**src/hw/tlf_pkg.sv**
```systemverilog
// Constants shared by the top-of-form line-feed inserter
package tlf_pkg;
  localparam int CHAR_W = 7;
  localparam int CNT_W = 8;
  localparam int FIFO_DEPTH = 8;
  localparam logic [6:0] CODE_LF = 7'h0A;
  localparam logic [6:0] CODE_FF = 7'h0C;
  localparam logic [7:0] CNT_FULL = 8'h80;
  localparam logic [7:0] CNT_RESET = 8'h7F;
  localparam int CLK_PERIOD_NS = 50;
  localparam int PHASE_TIME_NS = 1200;
  localparam int PHASE_CYC = PHASE_TIME_NS / CLK_PERIOD_NS;
  localparam int PHASE_CNT_W = 5;
  localparam logic [4:0] PHASE_LAST = 5'(PHASE_CYC - 1);
  localparam int SEL_W = 4;
  localparam logic [3:0] SEL_SINGLE = 4'h0;
  localparam logic [3:0] SEL_3_0 = 4'h1;
  localparam logic [3:0] SEL_3_5 = 4'h2;
  localparam logic [3:0] SEL_4_0 = 4'h3;
  localparam logic [3:0] SEL_5_5 = 4'h4;
  localparam logic [3:0] SEL_6_0 = 4'h5;
  localparam logic [3:0] SEL_7_0 = 4'h6;
  localparam logic [3:0] SEL_8_0 = 4'h7;
  localparam logic [3:0] SEL_8_5 = 4'h8;
  localparam logic [3:0] SEL_11_0 = 4'h9;
  localparam logic [3:0] SEL_12_0 = 4'hA;
  localparam logic [3:0] SEL_14_0 = 4'hB;
  localparam logic [7:0] PRE_SINGLE = 8'h7F;
  localparam logic [7:0] PRE_3_0 = 8'h6E;
  localparam logic [7:0] PRE_3_5 = 8'h6B;
  localparam logic [7:0] PRE_4_0 = 8'h68;
  localparam logic [7:0] PRE_5_5 = 8'h5F;
  localparam logic [7:0] PRE_6_0 = 8'h5C;
  localparam logic [7:0] PRE_7_0 = 8'h56;
  localparam logic [7:0] PRE_8_0 = 8'h50;
  localparam logic [7:0] PRE_8_5 = 8'h4D;
  localparam logic [7:0] PRE_11_0 = 8'h3E;
  localparam logic [7:0] PRE_12_0 = 8'h38;
  localparam logic [7:0] PRE_14_0 = 8'h2C;
  typedef enum logic [2:0] {
    TLF_IDLE = 3'b000,
    TLF_STAB = 3'b001,
    TLF_DECODE = 3'b011,
    TLF_RELOAD = 3'b010,
    TLF_STROBE = 3'b110
  } tlf_state_t;
endpackage

```
**src/hw/tlf_top.sv**
```systemverilog
// Top-of-form line-feed inserter and its output FIFO
// Operation
// - Line-feed with receiver strobe in decode phase increments line counter.
// - Increment reaching full count raises the top-of-form indication.
// - Reload phase with top-of-form loads the selected preset.
// - Line-feed without overflow: nothing until strobe phase forwards the character.
// - Form-feed with receiver strobe in decode phase sets form-feed pending.
// - Pending form-feed disables receiver, enables generator, increments in decode phase.
// - Receiver disabled: receiver data blocked, generated line-feeds sent instead.
// - Strobe phase of each form-feed cycle issues strobe with generated line-feed.
// - Overflow in a form-feed run sets top latch; acknowledge clears latch, which clears pending flag.
// - No overflow during form-feed run keeps pending flag set.
// - Acknowledge resets sequencer; still pending restarts it at once.
// - Each restarted sequence increments and emits one more line-feed.
// - After final acknowledge: counter reloaded, receiver on, generator off, waiting.
// - Selector gives fixed 8-bit preset for twelve settings.
// - Sequencer steps four phases, about 1.2 us each.
// - Sequencer starts on receiver strobe or pending form-feed.
// - Preset is 128 minus form line count; overflow when the count reaches 128.
// - Page-align button loads the currently selected preset, only while the sequencer is idle.
`timescale 1ns/1ns

////////////////////////////////////////////////////////////////////////////////
module tlf_fifo #(
  parameter int WIDTH = 7,
  parameter int DEPTH = 8
) (
  input wire logic clock,
  input wire logic rst_n,
  input wire logic [WIDTH-1:0] in_data,
  input wire logic in_valid,
  output logic in_ready,
  output logic [WIDTH-1:0] out_data,
  output logic out_valid,
  input wire logic out_ready
);
  localparam int AW = $clog2(DEPTH);
  logic [WIDTH-1:0] mem_q [DEPTH];
  logic [AW-1:0] wr_q;
  logic [AW-1:0] rd_q;
  logic [AW:0] fill_q;
  wire push = in_valid && in_ready;
  wire pop = out_valid && out_ready;

  assign in_ready = (fill_q != (AW+1)'(DEPTH));
  assign out_valid = (fill_q != '0);
  assign out_data = mem_q[rd_q];

  always_ff @(posedge clock) begin
    if (push) begin
      mem_q[wr_q] <= in_data;
    end
  end

  always_ff @(posedge clock or negedge rst_n) begin
    if (!rst_n) begin
      wr_q <= '0;
      rd_q <= '0;
      fill_q <= '0;
    end else begin
      if (push) begin
        wr_q <= (wr_q == AW'(DEPTH - 1)) ? '0 : wr_q + 1'b1;
      end
      if (pop) begin
        rd_q <= (rd_q == AW'(DEPTH - 1)) ? '0 : rd_q + 1'b1;
      end
      fill_q <= fill_q + (AW+1)'(push) - (AW+1)'(pop);
    end
  end
endmodule

////////////////////////////////////////////////////////////////////////////////
module tlf_top (
  input wire logic clock,
  input wire logic rst_n,
  input wire logic [6:0] rx_data,
  input wire logic char_valid_strobe,
  output logic rx_taken,
  output logic rx_enable,
  input wire logic [3:0] form_length_sel,
  input wire logic page_align_button,
  output logic [6:0] buf_data,
  output logic buf_valid,
  input wire logic buf_ready,
  output logic form_feed_pending,
  output logic form_top_reached,
  output logic [7:0] line_count,
  output logic phase_stabilise,
  output logic phase_decode_count,
  output logic phase_reload,
  output logic phase_strobe_out
);
  tlf_pkg::tlf_state_t state_q;
  tlf_pkg::tlf_state_t state_d;
  logic [4:0] tick_q;
  logic [7:0] count_q;
  logic [6:0] char_q;
  logic ff_pend_q;
  logic top_q;
  logic top_latch_q;
  logic from_rx_q;
  logic push_ready;

  // Preset table, selector value to starting count
  function automatic logic [7:0] preset_of(input logic [3:0] sel);
    case (sel)
      tlf_pkg::SEL_SINGLE: preset_of = tlf_pkg::PRE_SINGLE;
      tlf_pkg::SEL_3_0: preset_of = tlf_pkg::PRE_3_0;
      tlf_pkg::SEL_3_5: preset_of = tlf_pkg::PRE_3_5;
      tlf_pkg::SEL_4_0: preset_of = tlf_pkg::PRE_4_0;
      tlf_pkg::SEL_5_5: preset_of = tlf_pkg::PRE_5_5;
      tlf_pkg::SEL_6_0: preset_of = tlf_pkg::PRE_6_0;
      tlf_pkg::SEL_7_0: preset_of = tlf_pkg::PRE_7_0;
      tlf_pkg::SEL_8_0: preset_of = tlf_pkg::PRE_8_0;
      tlf_pkg::SEL_8_5: preset_of = tlf_pkg::PRE_8_5;
      tlf_pkg::SEL_11_0: preset_of = tlf_pkg::PRE_11_0;
      tlf_pkg::SEL_12_0: preset_of = tlf_pkg::PRE_12_0;
      tlf_pkg::SEL_14_0: preset_of = tlf_pkg::PRE_14_0;
      // Unused switch codes fall back to single line
      default: preset_of = tlf_pkg::PRE_SINGLE;
    endcase
  endfunction

  ////////////////////////////////////////////////////////////////////////////////
  // Decode and selection
  wire phase_done = (tick_q == tlf_pkg::PHASE_LAST);
  wire rx_live = char_valid_strobe && !ff_pend_q;
  wire in_decode = (state_q == tlf_pkg::TLF_DECODE);
  wire is_lf = rx_live && (rx_data == tlf_pkg::CODE_LF);
  wire is_ff = rx_live && (rx_data == tlf_pkg::CODE_FF);
  wire do_inc = in_decode && phase_done && (is_lf || is_ff || ff_pend_q);
  wire [7:0] count_inc = count_q + 8'h01;
  wire hits_top = (count_inc == tlf_pkg::CNT_FULL);
  wire do_reload = (state_q == tlf_pkg::TLF_RELOAD) && phase_done && top_q;
  wire strobe_phase = (state_q == tlf_pkg::TLF_STROBE);
  wire push = strobe_phase && phase_done && push_ready;
  wire form_top_latch_clear = push && top_latch_q;
  wire restart = ff_pend_q && !form_top_latch_clear;
  wire start = rx_live || ff_pend_q;
  wire load_button = page_align_button && (state_q == tlf_pkg::TLF_IDLE);

  // Generator replaces the receiver while a form-feed run is active
  wire [6:0] decoded_char = (ff_pend_q || is_ff) ? tlf_pkg::CODE_LF : rx_data;

  assign rx_enable = !ff_pend_q;
  assign rx_taken = push && from_rx_q;
  assign form_feed_pending = ff_pend_q;
  assign form_top_reached = top_q;
  assign line_count = count_q;
  assign phase_stabilise = (state_q == tlf_pkg::TLF_STAB);
  assign phase_decode_count = in_decode;
  assign phase_reload = (state_q == tlf_pkg::TLF_RELOAD);
  assign phase_strobe_out = strobe_phase;

  ////////////////////////////////////////////////////////////////////////////////
  // Sequencer
  always_comb begin
    state_d = state_q;
    case (state_q)
      tlf_pkg::TLF_IDLE: begin
        if (start) begin
          state_d = tlf_pkg::TLF_STAB;
        end
      end
      tlf_pkg::TLF_STAB: begin
        if (phase_done) begin
          state_d = tlf_pkg::TLF_DECODE;
        end
      end
      tlf_pkg::TLF_DECODE: begin
        if (phase_done) begin
          state_d = tlf_pkg::TLF_RELOAD;
        end
      end
      tlf_pkg::TLF_RELOAD: begin
        if (phase_done) begin
          state_d = tlf_pkg::TLF_STROBE;
        end
      end
      tlf_pkg::TLF_STROBE: begin
        // Full FIFO stalls here, holding the receiver off
        if (push) begin
          state_d = restart ? tlf_pkg::TLF_STAB : tlf_pkg::TLF_IDLE;
        end
      end
      default: state_d = tlf_pkg::TLF_IDLE;
    endcase
  end

  always_ff @(posedge clock or negedge rst_n) begin
    if (!rst_n) begin
      state_q <= tlf_pkg::TLF_IDLE;
      tick_q <= '0;
    end else begin
      state_q <= state_d;
      tick_q <= (state_d != state_q || phase_done) ? 5'h00 : tick_q + 5'h01;
    end
  end

  ////////////////////////////////////////////////////////////////////////////////
  // Line counter
  always_ff @(posedge clock or negedge rst_n) begin
    if (!rst_n) begin
      count_q <= tlf_pkg::CNT_RESET;
    end else if (do_reload || load_button) begin
      count_q <= preset_of(form_length_sel);
    end else if (do_inc) begin
      count_q <= count_inc;
    end
  end

  ////////////////////////////////////////////////////////////////////////////////
  // Flags
  always_ff @(posedge clock or negedge rst_n) begin
    if (!rst_n) begin
      top_q <= 1'b0;
      top_latch_q <= 1'b0;
      ff_pend_q <= 1'b0;
      from_rx_q <= 1'b0;
      char_q <= '0;
    end else begin
      if (do_inc) begin
        top_q <= hits_top;
      end else if (state_q == tlf_pkg::TLF_IDLE) begin
        top_q <= 1'b0;
      end
      // Set wins over clear on both flags
      if (do_inc && hits_top && (ff_pend_q || is_ff)) begin
        top_latch_q <= 1'b1;
      end else if (form_top_latch_clear) begin
        top_latch_q <= 1'b0;
      end
      if (in_decode && phase_done && is_ff) begin
        ff_pend_q <= 1'b1;
      end else if (form_top_latch_clear) begin
        ff_pend_q <= 1'b0;
      end
      if (in_decode && phase_done) begin
        char_q <= decoded_char;
        from_rx_q <= rx_live;
      end else if (push) begin
        from_rx_q <= 1'b0;
      end
    end
  end

  ////////////////////////////////////////////////////////////////////////////////
  // Output buffer toward the character buffer
  tlf_fifo #(
    .WIDTH(tlf_pkg::CHAR_W),
    .DEPTH(tlf_pkg::FIFO_DEPTH)
  ) u_fifo (
    .clock(clock),
    .rst_n(rst_n),
    .in_data(char_q),
    .in_valid(strobe_phase && phase_done),
    .in_ready(push_ready),
    .out_data(buf_data),
    .out_valid(buf_valid),
    .out_ready(buf_ready)
  );
endmodule

```
**config.mk**
```make
export PLATFORM = sky130hd
export DESIGN_NAME = tlf_top
export DESIGN_NICKNAME = d
export VERILOG_FILES = /design/src/hw/tlf_pkg.sv /design/src/hw/tlf_top.sv
export SDC_FILE = /design/constraint.sdc
export NUM_CORES = 1
export LEC_CHECK = 0
export ABC_AREA = 1
export BUFFER_PORTS_ARGS = -buffer_cell sky130_fd_sc_hd__buf_2
export CORE_MARGIN = 4
export CORE_UTILIZATION = 45
export CTS_CLUSTER_SIZE = 16
export DETAILED_ROUTE_END_ITERATION = 10
export HOLD_SLACK_MARGIN = 0.06
export PLACE_DENSITY = 0.61
export SYNTH_ARGS = -nofsm -noshare
export SYNTH_HDL_FRONTEND = slang
export SYNTH_SLANG_ARGS = --single-unit
```
**constraint.sdc**
```tcl
create_clock -name clock -period 4.2 [get_ports clock]
set_input_delay 0 -clock clock [delete_from_list [all_inputs] [get_ports clock]]
set_output_delay 0 -clock clock [all_outputs]
set_load 0.005 [all_outputs]
```
### Word level (Yosys, flattened, before mapping)

Memory sizes are Yosys's and may differ from the RTL's.
Cells that the tools add are included.

| storage, ports and cells | value |
|---|---|
| input bits | 16 |
| bits in writable memories | 56 |
| memories kept | 2 |
| ROM bits | 112 |
| output and inout bits | 24 |
| bits in registers | 37 |

Memories:

| name | depth | width | rd ports | clocked after Yosys merged registers in | write ports | line | source |
|---|---|---|---|---|---|---|---|
| (no name shown) | 16 | 7 | 1 | 0 | 0 | tlf_top.sv:106 | `case (sel)` |
| u_fifo.mem_q | 8 | 7 | 1 | 0 | 1 | tlf_top.sv:38 | `logic [WIDTH-1:0] mem_q [DEPTH];` |

| cells by class | value |
|---|---|
| reduce and logical (&&, ||, !) cells | 32 |
| equal/unequal tests | 12 |
| $add $sub $neg | 6 |
| muxes and demuxes | 22 |

Operators by type and width:

| operator | number |
|---|---|
| $mux 3 | 7 |
| $logic_and 1x1->1 | 17 |
| $mux 8 | 2 |
| $pmux 3 s5 | 1 |
| $eq 7x4->1 const B | 2 |
| $mux 1 | 10 |
| $reduce_bool 2->1 | 5 |
| $eq 3x3->1 const B | 3 |
| $add 8x1->8 const B | 1 |
| $eq 8x8->1 const B | 1 |
| $mux 7 | 1 |
| $add 3x1->3 const B | 2 |
| $eq 3x2->1 const B | 2 |
| $logic_or 1x1->1 | 6 |
| $add 5x1->5 const B | 1 |
| $eq 5x5->1 const B | 1 |
| $mux 5 | 1 |
| $add 4x1->4 | 1 |
| $ne 4x4->1 const B | 1 |
| $reduce_bool 4->1 | 1 |
| $sub 4x1->4 | 1 |
| $eq 3x1->1 const B | 1 |
| $logic_not 3->1 | 1 |
| $ne 3x3->1 | 1 |
| $logic_not 1->1 | 2 |

### Logic depth before layout (Yosys ltp)

Gate-level depths: netlist (run 1).

| depth | value |
|---|---|
| depth in word-level cells | 12 |
| mapped depth | 12 |

### Modules after synthesis

From an unflattened synthesis (run 1), not the netlist that was laid out.

| second synthesis, totals | value |
|---|---|
| cell total of the unflattened synthesis | 548 |
| area total of the unflattened synthesis | 4853.4 µm² |

Modules (own cells, without submodules):

| module | sequential area each (µm²) | times used | area each (µm²) | cells an instance |
|---|---|---|---|---|
| tlf_fifo | 1931.9 | 1 | 3072.9 | 317 |
| tlf_top | 684.4 | 1 | 1780.5 | 231 |

### Worst setup path after synthesis (run 1)

OpenSTA, ideal clock, no wires.

| timing path | value |
|---|---|
| path type | register to register |
| start point | register tick_q[0] |
| end point | memory u_fifo.mem_q[0][0] (enable) |
| stages on the path, launching flop included | 10 |
| slack | 2.117 ns |
| buffers on the path | 0 |
| data arrival time | 1.703 ns |
| path through | dfrtp_1 -> ha_1 -> nand2_1 -> inv_2 -> nand2_2 -> nor2_1 -> nand2_2 -> inv_1 -> nand2_2 -> nor3_1 |

| between the ends | value |
|---|---|
| word-level cells in the longest chain between the ends | 5 |

Ends and longest elaborated chain:

| what | line | source |
|---|---|---|
| start, declared | tlf_top.sv:95 | `logic [4:0] tick_q;` |
| start signal, assigned | tlf_top.sv:196 | `tick_q <= (state_d != state_q \|\| phase_done) ? 5'h00 : tick_q + 5'h01;` |
| $eq 5x5->1 | tlf_top.sv:126 | `wire phase_done = (tick_q == tlf_pkg::PHASE_LAST);` |
| $logic_and 1x1->1 (2 in series) | - |  |
| named net push | tlf_top.sv:136 | `wire push = strobe_phase && phase_done && push_ready;` |
| $mux 1 | tlf_top.sv:50 | `if (push) begin` |
| $mux 1 (implied by the code) | tlf_top.sv:51 | `mem_q[wr_q] <= in_data;` |
| end, declared | tlf_top.sv:38 |  |

The timed path passes the listed nets, and every way through them passes these cells.

### Worst setup path in the final report (run 1)

| timing path | value |
|---|---|
| start point | register tick_q[0] |
| end point | memory u_fifo.mem_q[1][3] (enable) |

| between the ends | value |
|---|---|
| word-level cells in the longest chain between the ends | 5 |

Ends and longest elaborated chain:

| what | line | source |
|---|---|---|
| $eq 5x5->1 | tlf_top.sv:126 |  |
| $logic_and 1x1->1 | tlf_top.sv:256 | `.in_valid(strobe_phase && phase_done),` |
| $logic_and 1x1->1 | tlf_top.sv:42 | `wire push = in_valid && in_ready;` |
| $mux 1 | tlf_top.sv:50 |  |
| $mux 1 (implied by the code) | tlf_top.sv:51 |  |

No other way between the ends.

==> impl_metrics.toml, run 1 <==
[run_status]
status = "finished, final reports clean"

[timing]
hold_viol = 0
finalSetupTns_ns = 0
period_share = 0.5872
fmax_ghz = 0.4055
worst_pin_slew_ns = 0.9925
fin_crit_ns = 2.466
drv_slew = 0
final.setup_skew_ns = 0.01156
slew_headroom = 0.3332
finalSetupViolCount = 0
rsz0062_at_grt = "false"

[critical_path]
crit_type = "reg2reg"
cp-startpoint = "tick_q[0]$_DFF_PN0_"
reg2reg_to = "u_fifo.mem_q[1][3]$_DFFE_PP_"
cp.arrival_ns = 2.44
cp_max_fo = 8
crit_chain = "ha_1 -> nand2_1 -> inv_2 -> nand2_2 -> nor2_1 -> nand2_2 -> nor2_1 -> inv_1 -> nor3_1"
reg2reg_depth = 9
slowest_stage = "nor3_1"
cp.required_ns = 4.17
r2r_start = "tick_q[0]$_DFF_PN0_"
crit_path_max_incr_delay_ns = 0.77
endpoint = "u_fifo.mem_q[1][3]$_DFFE_PP_"
cp-start-kind = "flip-flop"
ff2ff_setup_slack_ns = 1.73
cp-end-kind = "flip-flop"

[clocking]
cts_tree = "yes"
clockRootBuffer = "clkbuf_8"
insertion_delay_ns = 0.35
cts_max_path_buffers = 2
clk_pin_slew_ns = 0.09
numCtsBuffers = 9
htreeDepth = 3
cts_resized = 0
clock_sinks = 93

[synthesis]
ys_seq_area_frac = 0.5715
ys.flop_type = "edfxtp_1"
syn_area_per_cell_sq_um = 9.761
syn_nets = 504
ys.warnings.count = 0
synth_top_area_frac = 0.3673
yosysTopAreaCell = "edfxtp_1"
synth_seq_cells = 93
synth_area_sq_um = 4578
synth_edf_count = 56
yosys-top-cells-area = "edfxtp_1 (37%), dfrtp_1 (16%), nand2_1 (7.1%)"
async_flop_share = 0.3978
syn_inst = 469
ys_types = 35

[route]
firstDrtPassIters = 4
drt-initial-drc-count = 194
routed_wl_mm = 9.987
drc_errors = 0
wl_per_cell_um = 15.22
routed-via-count = 3390
wl_met2_mm = 4.729
met3_length_um = 346
routed_via_density = 5.168
drtAntennaViolNets = 0
routed.top_layer = "met4"
wl_met1_mm = 4.849

[pwr]
clkPwrFrac = 0.240
power_switching_mw = 0.7649
power_density_nw_per_um2 = 433.7
p_int_mw = 1.479
combPwrFrac = 0.274
p_seq_frac = 0.486
peakVddDrop_mv = 0.2198
swShare = 0.3408
p_leak_nw = 2.197

[placed_design]
placed_area_sq_um = 4870
place_congestion = 0.9082
io_buffers = 39
dpl.hpwl_mm = 7.163

[final_layout]
fin_nets = 553
area_growth_pct = 13.04
fillCellCount = 910
multi_input_comb_area_sq_um = 1685
drive_above_1_share = 0.1759
num_antenna_cells = 0
fin_area_sq_um = 5175
regArea_sq_um = 2616

[floorplanning]
die_area_sq_um = 11850
die_w_um = 108.9
die_height_um = 108.9
io_pins = 40
core.rowCount = 36
core_area_sq_um = 9819
initial_core_util = 0.4662

[grt]
grt_max_degree = 38
overflow = 0
grt_pass1_wl_mm = 16.62
antenna_found_initial = 0
grt_pass1_vias = 3313
grt_usage = 0.1803

[run]
maxCapViolCount = 0

[worst_hold_path]
hp-class = "in2reg"
Yosys cell counts, drive strengths merged (5+ instances only):
cell    instances
nor2           71
nand4           7
nand3          34
ha             18
nor3           10
buf            10
edfxtp         56
nand2          97
dfstp           7
o21ai          38
clkbuf          5
a21oi           7
o32ai          14
dfrtp          30
inv            51
final cells by class:
class	count	share of cell area
Clock buffer	10	0.02466
Clock inverter	6	0.009188
Inverter	52	0.03844
Multi-Input combinational cell	309	0.3257
Sequential cell	93	0.5056
Tap cell	133	0.03216
Timing Repair Buffer	53	0.06431
state kept, by name, indices dropped and copies added (netlist names):
| register | count |
|---|---|
| u_fifo.rd_q | 3 |
| u_fifo.wr_q | 3 |
| tick_q | 5 |
| u_fifo.fill_q | 4 |
| top_latch_q | 1 |
| line_count | 8 |
| form_top_reached | 1 |
| u_fifo.mem_q | 56 |
| char_q | 7 |
| from_rx_q | 1 |
| form_feed_pending | 1 |
| state_q | 3 |
through the flow:
stage | power, mW | worst slack, ns | cells | hold WS (ns) | util
floorplan | 1.525 | 2.117 | 469 | -0.2956 | -
global placement | 1.714 | 1.823 | 627 | 0.1457 | 0.4959
detailed placement | 1.727 | 1.722 | 627 | 0.1677 | 0.4959
CTS | 2.274 | 1.691 | 656 | 0.1205 | 0.5270
global route | 2.416 | 1.457 | 656 | 0.1756 | 0.5270
finish | 2.244 | 1.734 | 656 | 0.1311 | 0.5270
logic make-up after synthesis:
family | Yosys count | synth area share
AOI/OAI and AO/OA | 64 | 0.08745
buffers and inverters | 67 | 0.06040
xor gates and xnor gates | 5 | 0.009567
DFF | 93 | 0.5715
and+or+nand+nor | 221 | 0.2175
adders and majority gates | 19 | 0.05357
power by group through the flow:
stage          registers (mW)  clock network, mW  logic (mW)
5_1_grt                  1.10              0.598       0.716
2_1_floorplan            1.06                  0       0.465
3_5_place_dp             1.11                  0       0.616
3_3_place_gp             1.11                  0       0.606
6_report                 1.09              0.538       0.615
4_1_cts                  1.09              0.555       0.628
worst min path at each step:
stage                                  start                   endpoint  slack [ns]  depth (start not counted)
after floorplan                        rst_n      char_q[0]$_DFFE_PN0P_       -0.30                          0
after global placement                 rst_n  line_count[7]$_DFFE_PN0P_        0.15                          1
after detailed placement               rst_n  line_count[7]$_DFFE_PN0P_        0.17                          1
after CTS                 form_length_sel[2]  line_count[6]$_DFFE_PN1P_        0.12                          5
after global routing      form_length_sel[2]  line_count[6]$_DFFE_PN1P_        0.18                          5
final                     form_length_sel[2]  line_count[6]$_DFFE_PN1P_        0.13                          5
worst max-delay path: cells and delay by family (launching register included):
family                     cells  cell delay (ns)
buffers and inverters          2             0.17
and+or+nand+nor                6             1.35
adders and majority gates      1             0.19
DFF                            1             0.38
per-layer routing:
metal	vias to the layer above	GRT usage
met3	4	0.03138
met5	-	0
met2	82	0.2873
met1	1625	0.2568
li1	1679	-
met4	0	0.04509
what timing repair did:
action                    in CTS  in global routing
setup buffers                  0                  0
hold buffers                  13                  0
hold endpoints to repair      45                  0
layout by cell type (no fill, tap or decap), types with 8 or more instances in the layout:
cell type / synthesis / layout
edfxtp_1: 56 / 56
o32ai_1: 14 / 14
nand3_1: 27 / 27
nand2_2: 8 / 8
nand2_1: 87 / 87
dlygate4sd3_1: 0 / 13
o21ai_0: 33 / 33
dfrtp_1: 30 / 30
ha_1: 18 / 18
inv_1: 45 / 45
clkbuf_8: 0 / 9
nor3_1: 10 / 10
buf_2: 8 / 39
nor2_1: 69 / 69
(Power assumes the default switching activity.)
==> inputs of run 2 (changes only) <==
Settings changed: ABC_AREA 1 to 0, PLACE_DENSITY 0.61 to 0.64.
Clock period 4.2 ns to 2.1 ns, I/O delays scaled along.
==> impl_metrics.toml, run 2 <==
[route]
drtAntennaViolNets = 0
drt-initial-drc-count = 105
routed_wl_mm = 8.934
drc_errors = 0
routed-via-count = 2914
routed_via_density = 5.337
firstDrtPassIters = 4
wl_per_cell_um = 16.36

[grt]
grt_pass1_vias = 2957
overflow = 0
grt_usage = 0.1673
grt_pass1_wl_mm = 15.05
grt_max_degree = 38
antenna_found_initial = 0

[final_layout]
mostFrequentLayoutCells = "edfxtp_1 (56), buf_2 (39), dfrtp_1 (30)"
layout_commonest_cell = "edfxtp_1"
largest_reg_flops = 56
drive_above_1_share = 0.3511
fin_area_sq_um = 5401
post-route-util = 0.5578
fin_nets = 443
area_growth_pct = 21.54
fin_cells = 546
fillCellCount = 821
num_antenna_cells = 0
top_register = "u_fifo.mem_q"

[timing]
final.setup.worst_slack_ns = 0.07411
fin_crit_ns = 2.026
drv_slew = 0
worst_pin_slew_ns = 0.8652
whs_ns = 0.1066
finalSetupViolCount = 0
final.setup_skew_ns = 0.01469
period_share = 0.9647
slew_headroom = 0.4232
finalSetupTns_ns = 0
fmax_ghz = 0.4936
hold_viol = 0

[clocking]
clk_pin_slew_ns = 0.10
cts_max_path_buffers = 2
insertion_delay_ns = 0.36
clockRootBuffer = "clkbuf_8"
numCtsBuffers = 9
clock_sinks = 93
htreeDepth = 3
cts_tree = "yes"

[placed_design]
pre_cts_ws_ns = -0.1218
placed_area_sq_um = 4959
dpl.hpwl_mm = 6.213
placedCellCount = 515
place_congestion = 0.7859
io_buffers = 39

[synthesis]
yosysMostFrequentCell = "edfxtp_1"
synth_area_sq_um = 4444
ys_types = 57
synth_seq_cells = 93
synth_edf_count = 56
syn_nets = 368
synthTopCellsByCount = "edfxtp_1 (56), dfrtp_1 (30), nand2_1 (28), ha_1 (18), inv_1 (16)"
yosysTopAreaCell = "edfxtp_1"
yosys-top-cells-area = "edfxtp_1 (38%), dfrtp_1 (17%), mux4_2 (7.1%)"
ys.flop_type = "edfxtp_1"
synth_top_area_frac = 0.3784
syn_inst = 333
ys_seq_area_frac = 0.5887
syn_area_per_cell_sq_um = 13.35
ys.warnings.count = 0
async_flop_share = 0.3978

[worst_hold_path]
worstHoldStart = "form_length_sel[0]"
hp-class = "in2reg"

[critical_path]
cp-startpoint = "u_fifo.fill_q[2]$_DFF_PN0_"
cp-start-kind = "flip-flop"
cp.required_ns = 2.40
cp.arrival_ns = 2.33
crit_type = "reg2reg"
cp_max_fo = 4
cp-end-kind = "flip-flop"
r2r_start = "u_fifo.fill_q[2]$_DFF_PN0_"

[floorplanning]
die_height_um = 107.4
io_pins = 40
core.rowCount = 36
initial_core_util = 0.4589
die_w_um = 107.4
die_area_sq_um = 11530
core_area_sq_um = 9684

[pwr]
p_total_mw = 4.303
power_density_nw_per_um2 = 796.7
peakVddDrop_mv = 0.3992
p_leak_nw = 2.261

[run_status]
status = "finished, final reports clean"

[run]
maxCapViolCount = 0
-- run 2: changes by cell type in the layout (fill, tap and decap cells not counted), sizes merged, moves of 13 or more --
cell / before / now
nand3: 34 / 8
o21ai: 38 / 9
nand2: 97 / 29
buf: 40 / 68
o32ai: 14 / 1
mux4: 0 / 14
nor2: 71 / 15
inv: 52 / 21
-- run 2: cell families (layout without fill, tap and decap cells) --
group	Yosys count	count (layout)	synth area share
flip-flops	93	93	0.5887
XOR/XNOR	8	8	0.01577
adder cells (fa/ha/maj)	19	19	0.05518
AND/OR/NAND/NOR	97	97	0.1182
multiplexers	26	26	0.1008
buffers and inverters	33	113	0.03266
AO/OA/AOI/OAI	57	57	0.08869
-- run 2: worst max-delay path, stage by stage, from the launching register on --
cell and delay, ns:
dfrtp_1 0.39, inv_2 0.08, ha_4 0.13, or3b_4 0.38
nand3_4 0.11, inv_2 0.05, buf_4 0.15, ha_4 0.16
inv_2 0.05, fa_2 0.42, inv_2 0.05
-- run 2: path summary, 6_finish.rpt --
check                                                 to  slack [ns]  cells after the start
setup reg to reg              u_fifo.fill_q[1]$_DFF_PN0_        0.07                     10
setup / recovery              u_fifo.fill_q[1]$_DFF_PN0_        0.07                     10
hold reg to reg            form_feed_pending$_DFFE_PN0P_        0.52                      1
min in group asynchronous     u_fifo.rd_q[0]$_DFFE_PN0P_        0.28                      2
max in group asynchronous          char_q[2]$_DFFE_PN0P_        1.26                      2
hold / removal                 line_count[0]$_DFFE_PN1P_        0.11                      4
-- run 2: cell type report --
| type | count | area [sq um] | area share |
|---|---|---|---|
| Multi-Input combinational cell | 207 | 1821 | 0.3370 |
| Clock inverter | 7 | 73.82 | 0.01367 |
| Inverter | 17 | 63.81 | 0.01181 |
| Clock buffer | 9 | 123.9 | 0.02293 |
| Timing Repair Buffer | 80 | 536.8 | 0.09937 |
| Sequential cell | 93 | 2616 | 0.4844 |
| Tap cell | 133 | 166.4 | 0.03081 |
-- run 2: power by group --
group / leakage, nW / switching [mW] / internal, mW
clock network: 0.0946 / 0.717 / 0.469
registers: 1.08 / 0.175 / 2.04
logic: 1.08 / 0.396 / 0.506
-- run 2: layer usage --
layer / GRT usage / vias up / part of all wire
met5: 0 / - / 0
met4: 0.05140 / 0 / 0.012
met3: 0.02519 / 11 / 0.038
met2: 0.2739 / 54 / 0.50
met1: 0.2317 / 1430 / 0.45
li1: - / 1419 / -
-- run 2: timing repair --
| action | 4_1_cts | 5_1_grt |
|---|---|---|
| endpoints found under the hold margin | 42 | 0 |
| setup endpoints to repair | 18 | 17 |
| hold buffers | 12 | 0 |
| resized for setup | 3 | 21 |
| pin swaps | 1 | 7 |
| buffers inserted | 0 | 3 |
==> inputs of run 3 (changes only) <==
Settings changed: CORE_MARGIN 4 to 5.
==> impl_metrics.toml, run 3 (synthesis gave the netlist of run 2 again) <==
[run_status]
status = "finished, final reports clean"

[floorplanning]
core_area_sq_um = 9684
core.rowCount = 36
die_w_um = 109.4
initial_core_util = 0.4589
die_height_um = 109.4
die_area_sq_um = 11960
io_pins = 40

[final_layout]
num_antenna_cells = 0
mostFrequentLayoutCells = "edfxtp_1 (56), buf_2 (39), dfrtp_1 (30)"
drive_above_1_share = 0.3276
fin_cells = 542
fillCellCount = 834
fin_nets = 439
layout_commonest_cell = "edfxtp_1"
post-route-util = 0.5486
top_register = "u_fifo.mem_q"
area_growth_pct = 19.54
largest_reg_flops = 56

[critical_path]
cp-start-kind = "flip-flop"
slowest_stage = "fa_2"
crit_chain = "inv_2 -> ha_2 -> or3b_4 -> nand3_2 -> inv_2 -> buf_4 -> ha_2 -> inv_1 -> fa_2 -> inv_1"
ff2ff_setup_slack_ns = 0.06
cp_max_fo = 4
cp.required_ns = 2.40
cp-end-kind = "flip-flop"
cp.arrival_ns = 2.34
crit_path_max_incr_delay_ns = 0.42
crit_type = "reg2reg"

[pwr]
p_leak_nw = 2.254
peakVddDrop_mv = 0.3519
power_density_nw_per_um2 = 802.2

[timing]
rsz0062_at_grt = "true"
final.setup.worst_slack_ns = 0.05894
slew_headroom = 0.4287
fmax_ghz = 0.4899
fin_crit_ns = 2.041
period_share = 0.9719
drv_slew = 0
hold_viol = 0
worst_pin_slew_ns = 0.8569
final.setup_skew_ns = 0.005762
finalSetupViolCount = 0

[route]
routed-via-count = 2892
wl_per_cell_um = 16.31
firstDrtPassIters = 4
drc_errors = 0
routed_via_density = 5.336
drtAntennaViolNets = 0
drt-initial-drc-count = 73
routed_wl_mm = 8.840

[clocking]
clockRootBuffer = "clkbuf_8"
htreeDepth = 3
clock_sinks = 93
clk_pin_slew_ns = 0.10
cts_max_path_buffers = 2
numCtsBuffers = 9
cts_tree = "yes"
insertion_delay_ns = 0.35

[run]
maxCapViolCount = 0

[grt]
grt_max_degree = 38
grt_usage = 0.1621
overflow = 0
grt_pass1_wl_mm = 14.85
grt_pass1_vias = 2947
antenna_found_initial = 0

[placed_design]
placedCellCount = 512
io_buffers = 39
place_congestion = 0.7968
dpl.hpwl_mm = 5.945
pre_cts_ws_ns = -0.06302

[worst_hold_path]
hp-class = "in2reg"
## run 3: layout make-up
class | instances | area, sq um | share of cell area
tap | 133 | 166.4 | 0.03132
sequential | 93 | 2616 | 0.4925
clock inverter | 7 | 81.33 | 0.01531
timing repair buffer | 76 | 503.0 | 0.09468
clock buffer | 9 | 123.9 | 0.02332
multi-input combinational | 207 | 1758 | 0.3309
inverter | 17 | 63.81 | 0.01201
## run 3: path summary, 6_finish.rpt
kind | startpoint | to | cells after the start
hold / removal | form_length_sel[0] | line_count[0]$_DFFE_PN1P_ | 4
min in group asynchronous | rst_n | tick_q[1]$_DFF_PN0_ | 2
setup / recovery | u_fifo.fill_q[2]$_DFF_PN0_ | u_fifo.fill_q[1]$_DFF_PN0_ | 10
hold reg to reg | top_latch_q$_DFFE_PN0P_ | form_feed_pending$_DFFE_PN0P_ | 1
max in group asynchronous | rst_n | line_count[7]$_DFFE_PN0P_ | 2
setup reg to reg | u_fifo.fill_q[2]$_DFF_PN0_ | u_fifo.fill_q[1]$_DFF_PN0_ | 10
## run 3: metrics by stage
step / power [mW] / area, sq um / setup TNS (ns) / hold slack [ns]
after global placement: 2.975 / 4936 / 0 / 0.1631
after global routing: 4.506 / 5313 / -0.04996 / 0.1329
after floorplan: 2.767 / 4483 / -0.8358 / -0.2956
final: 4.262 / 5313 / 0 / 0.09728
after CTS: 4.265 / 5264 / 0 / 0.09453
after detailed placement: 3.008 / 4936 / -0.4391 / 0.1717
## run 3: repair_timing
item,in CTS,in global routing
pin swaps,0,3
buffers inserted,0,2
hold buffers,12,0
resized for setup,1,10
endpoints found under the hold margin,42,0
setup endpoints to repair,7,17
## run 3: worst max-delay path: cells and delay by family, from the launching register on
| family | cells | cell delay [ns] |
|---|---|---|
| buf+inv | 5 | 0.37 |
| fa+ha+maj | 3 | 0.77 |
| simple gates | 2 | 0.47 |
| flops | 1 | 0.38 |
## run 3: power by group
part	switching [mW]	internal (mW)
sequential	0.181	2.04
clock	0.677	0.572
combinational	0.346	0.445
total	1.20	3.06
## run 3: routing by layer
| layer | track usage | share of wire |
|---|---|---|
| met1 | 0.2196 | 0.48 |
| met2 | 0.2677 | 0.48 |
| met3 | 0.02584 | 0.030 |
| met4 | 0.05343 | 0.012 |
| met5 | 0 | 0 |
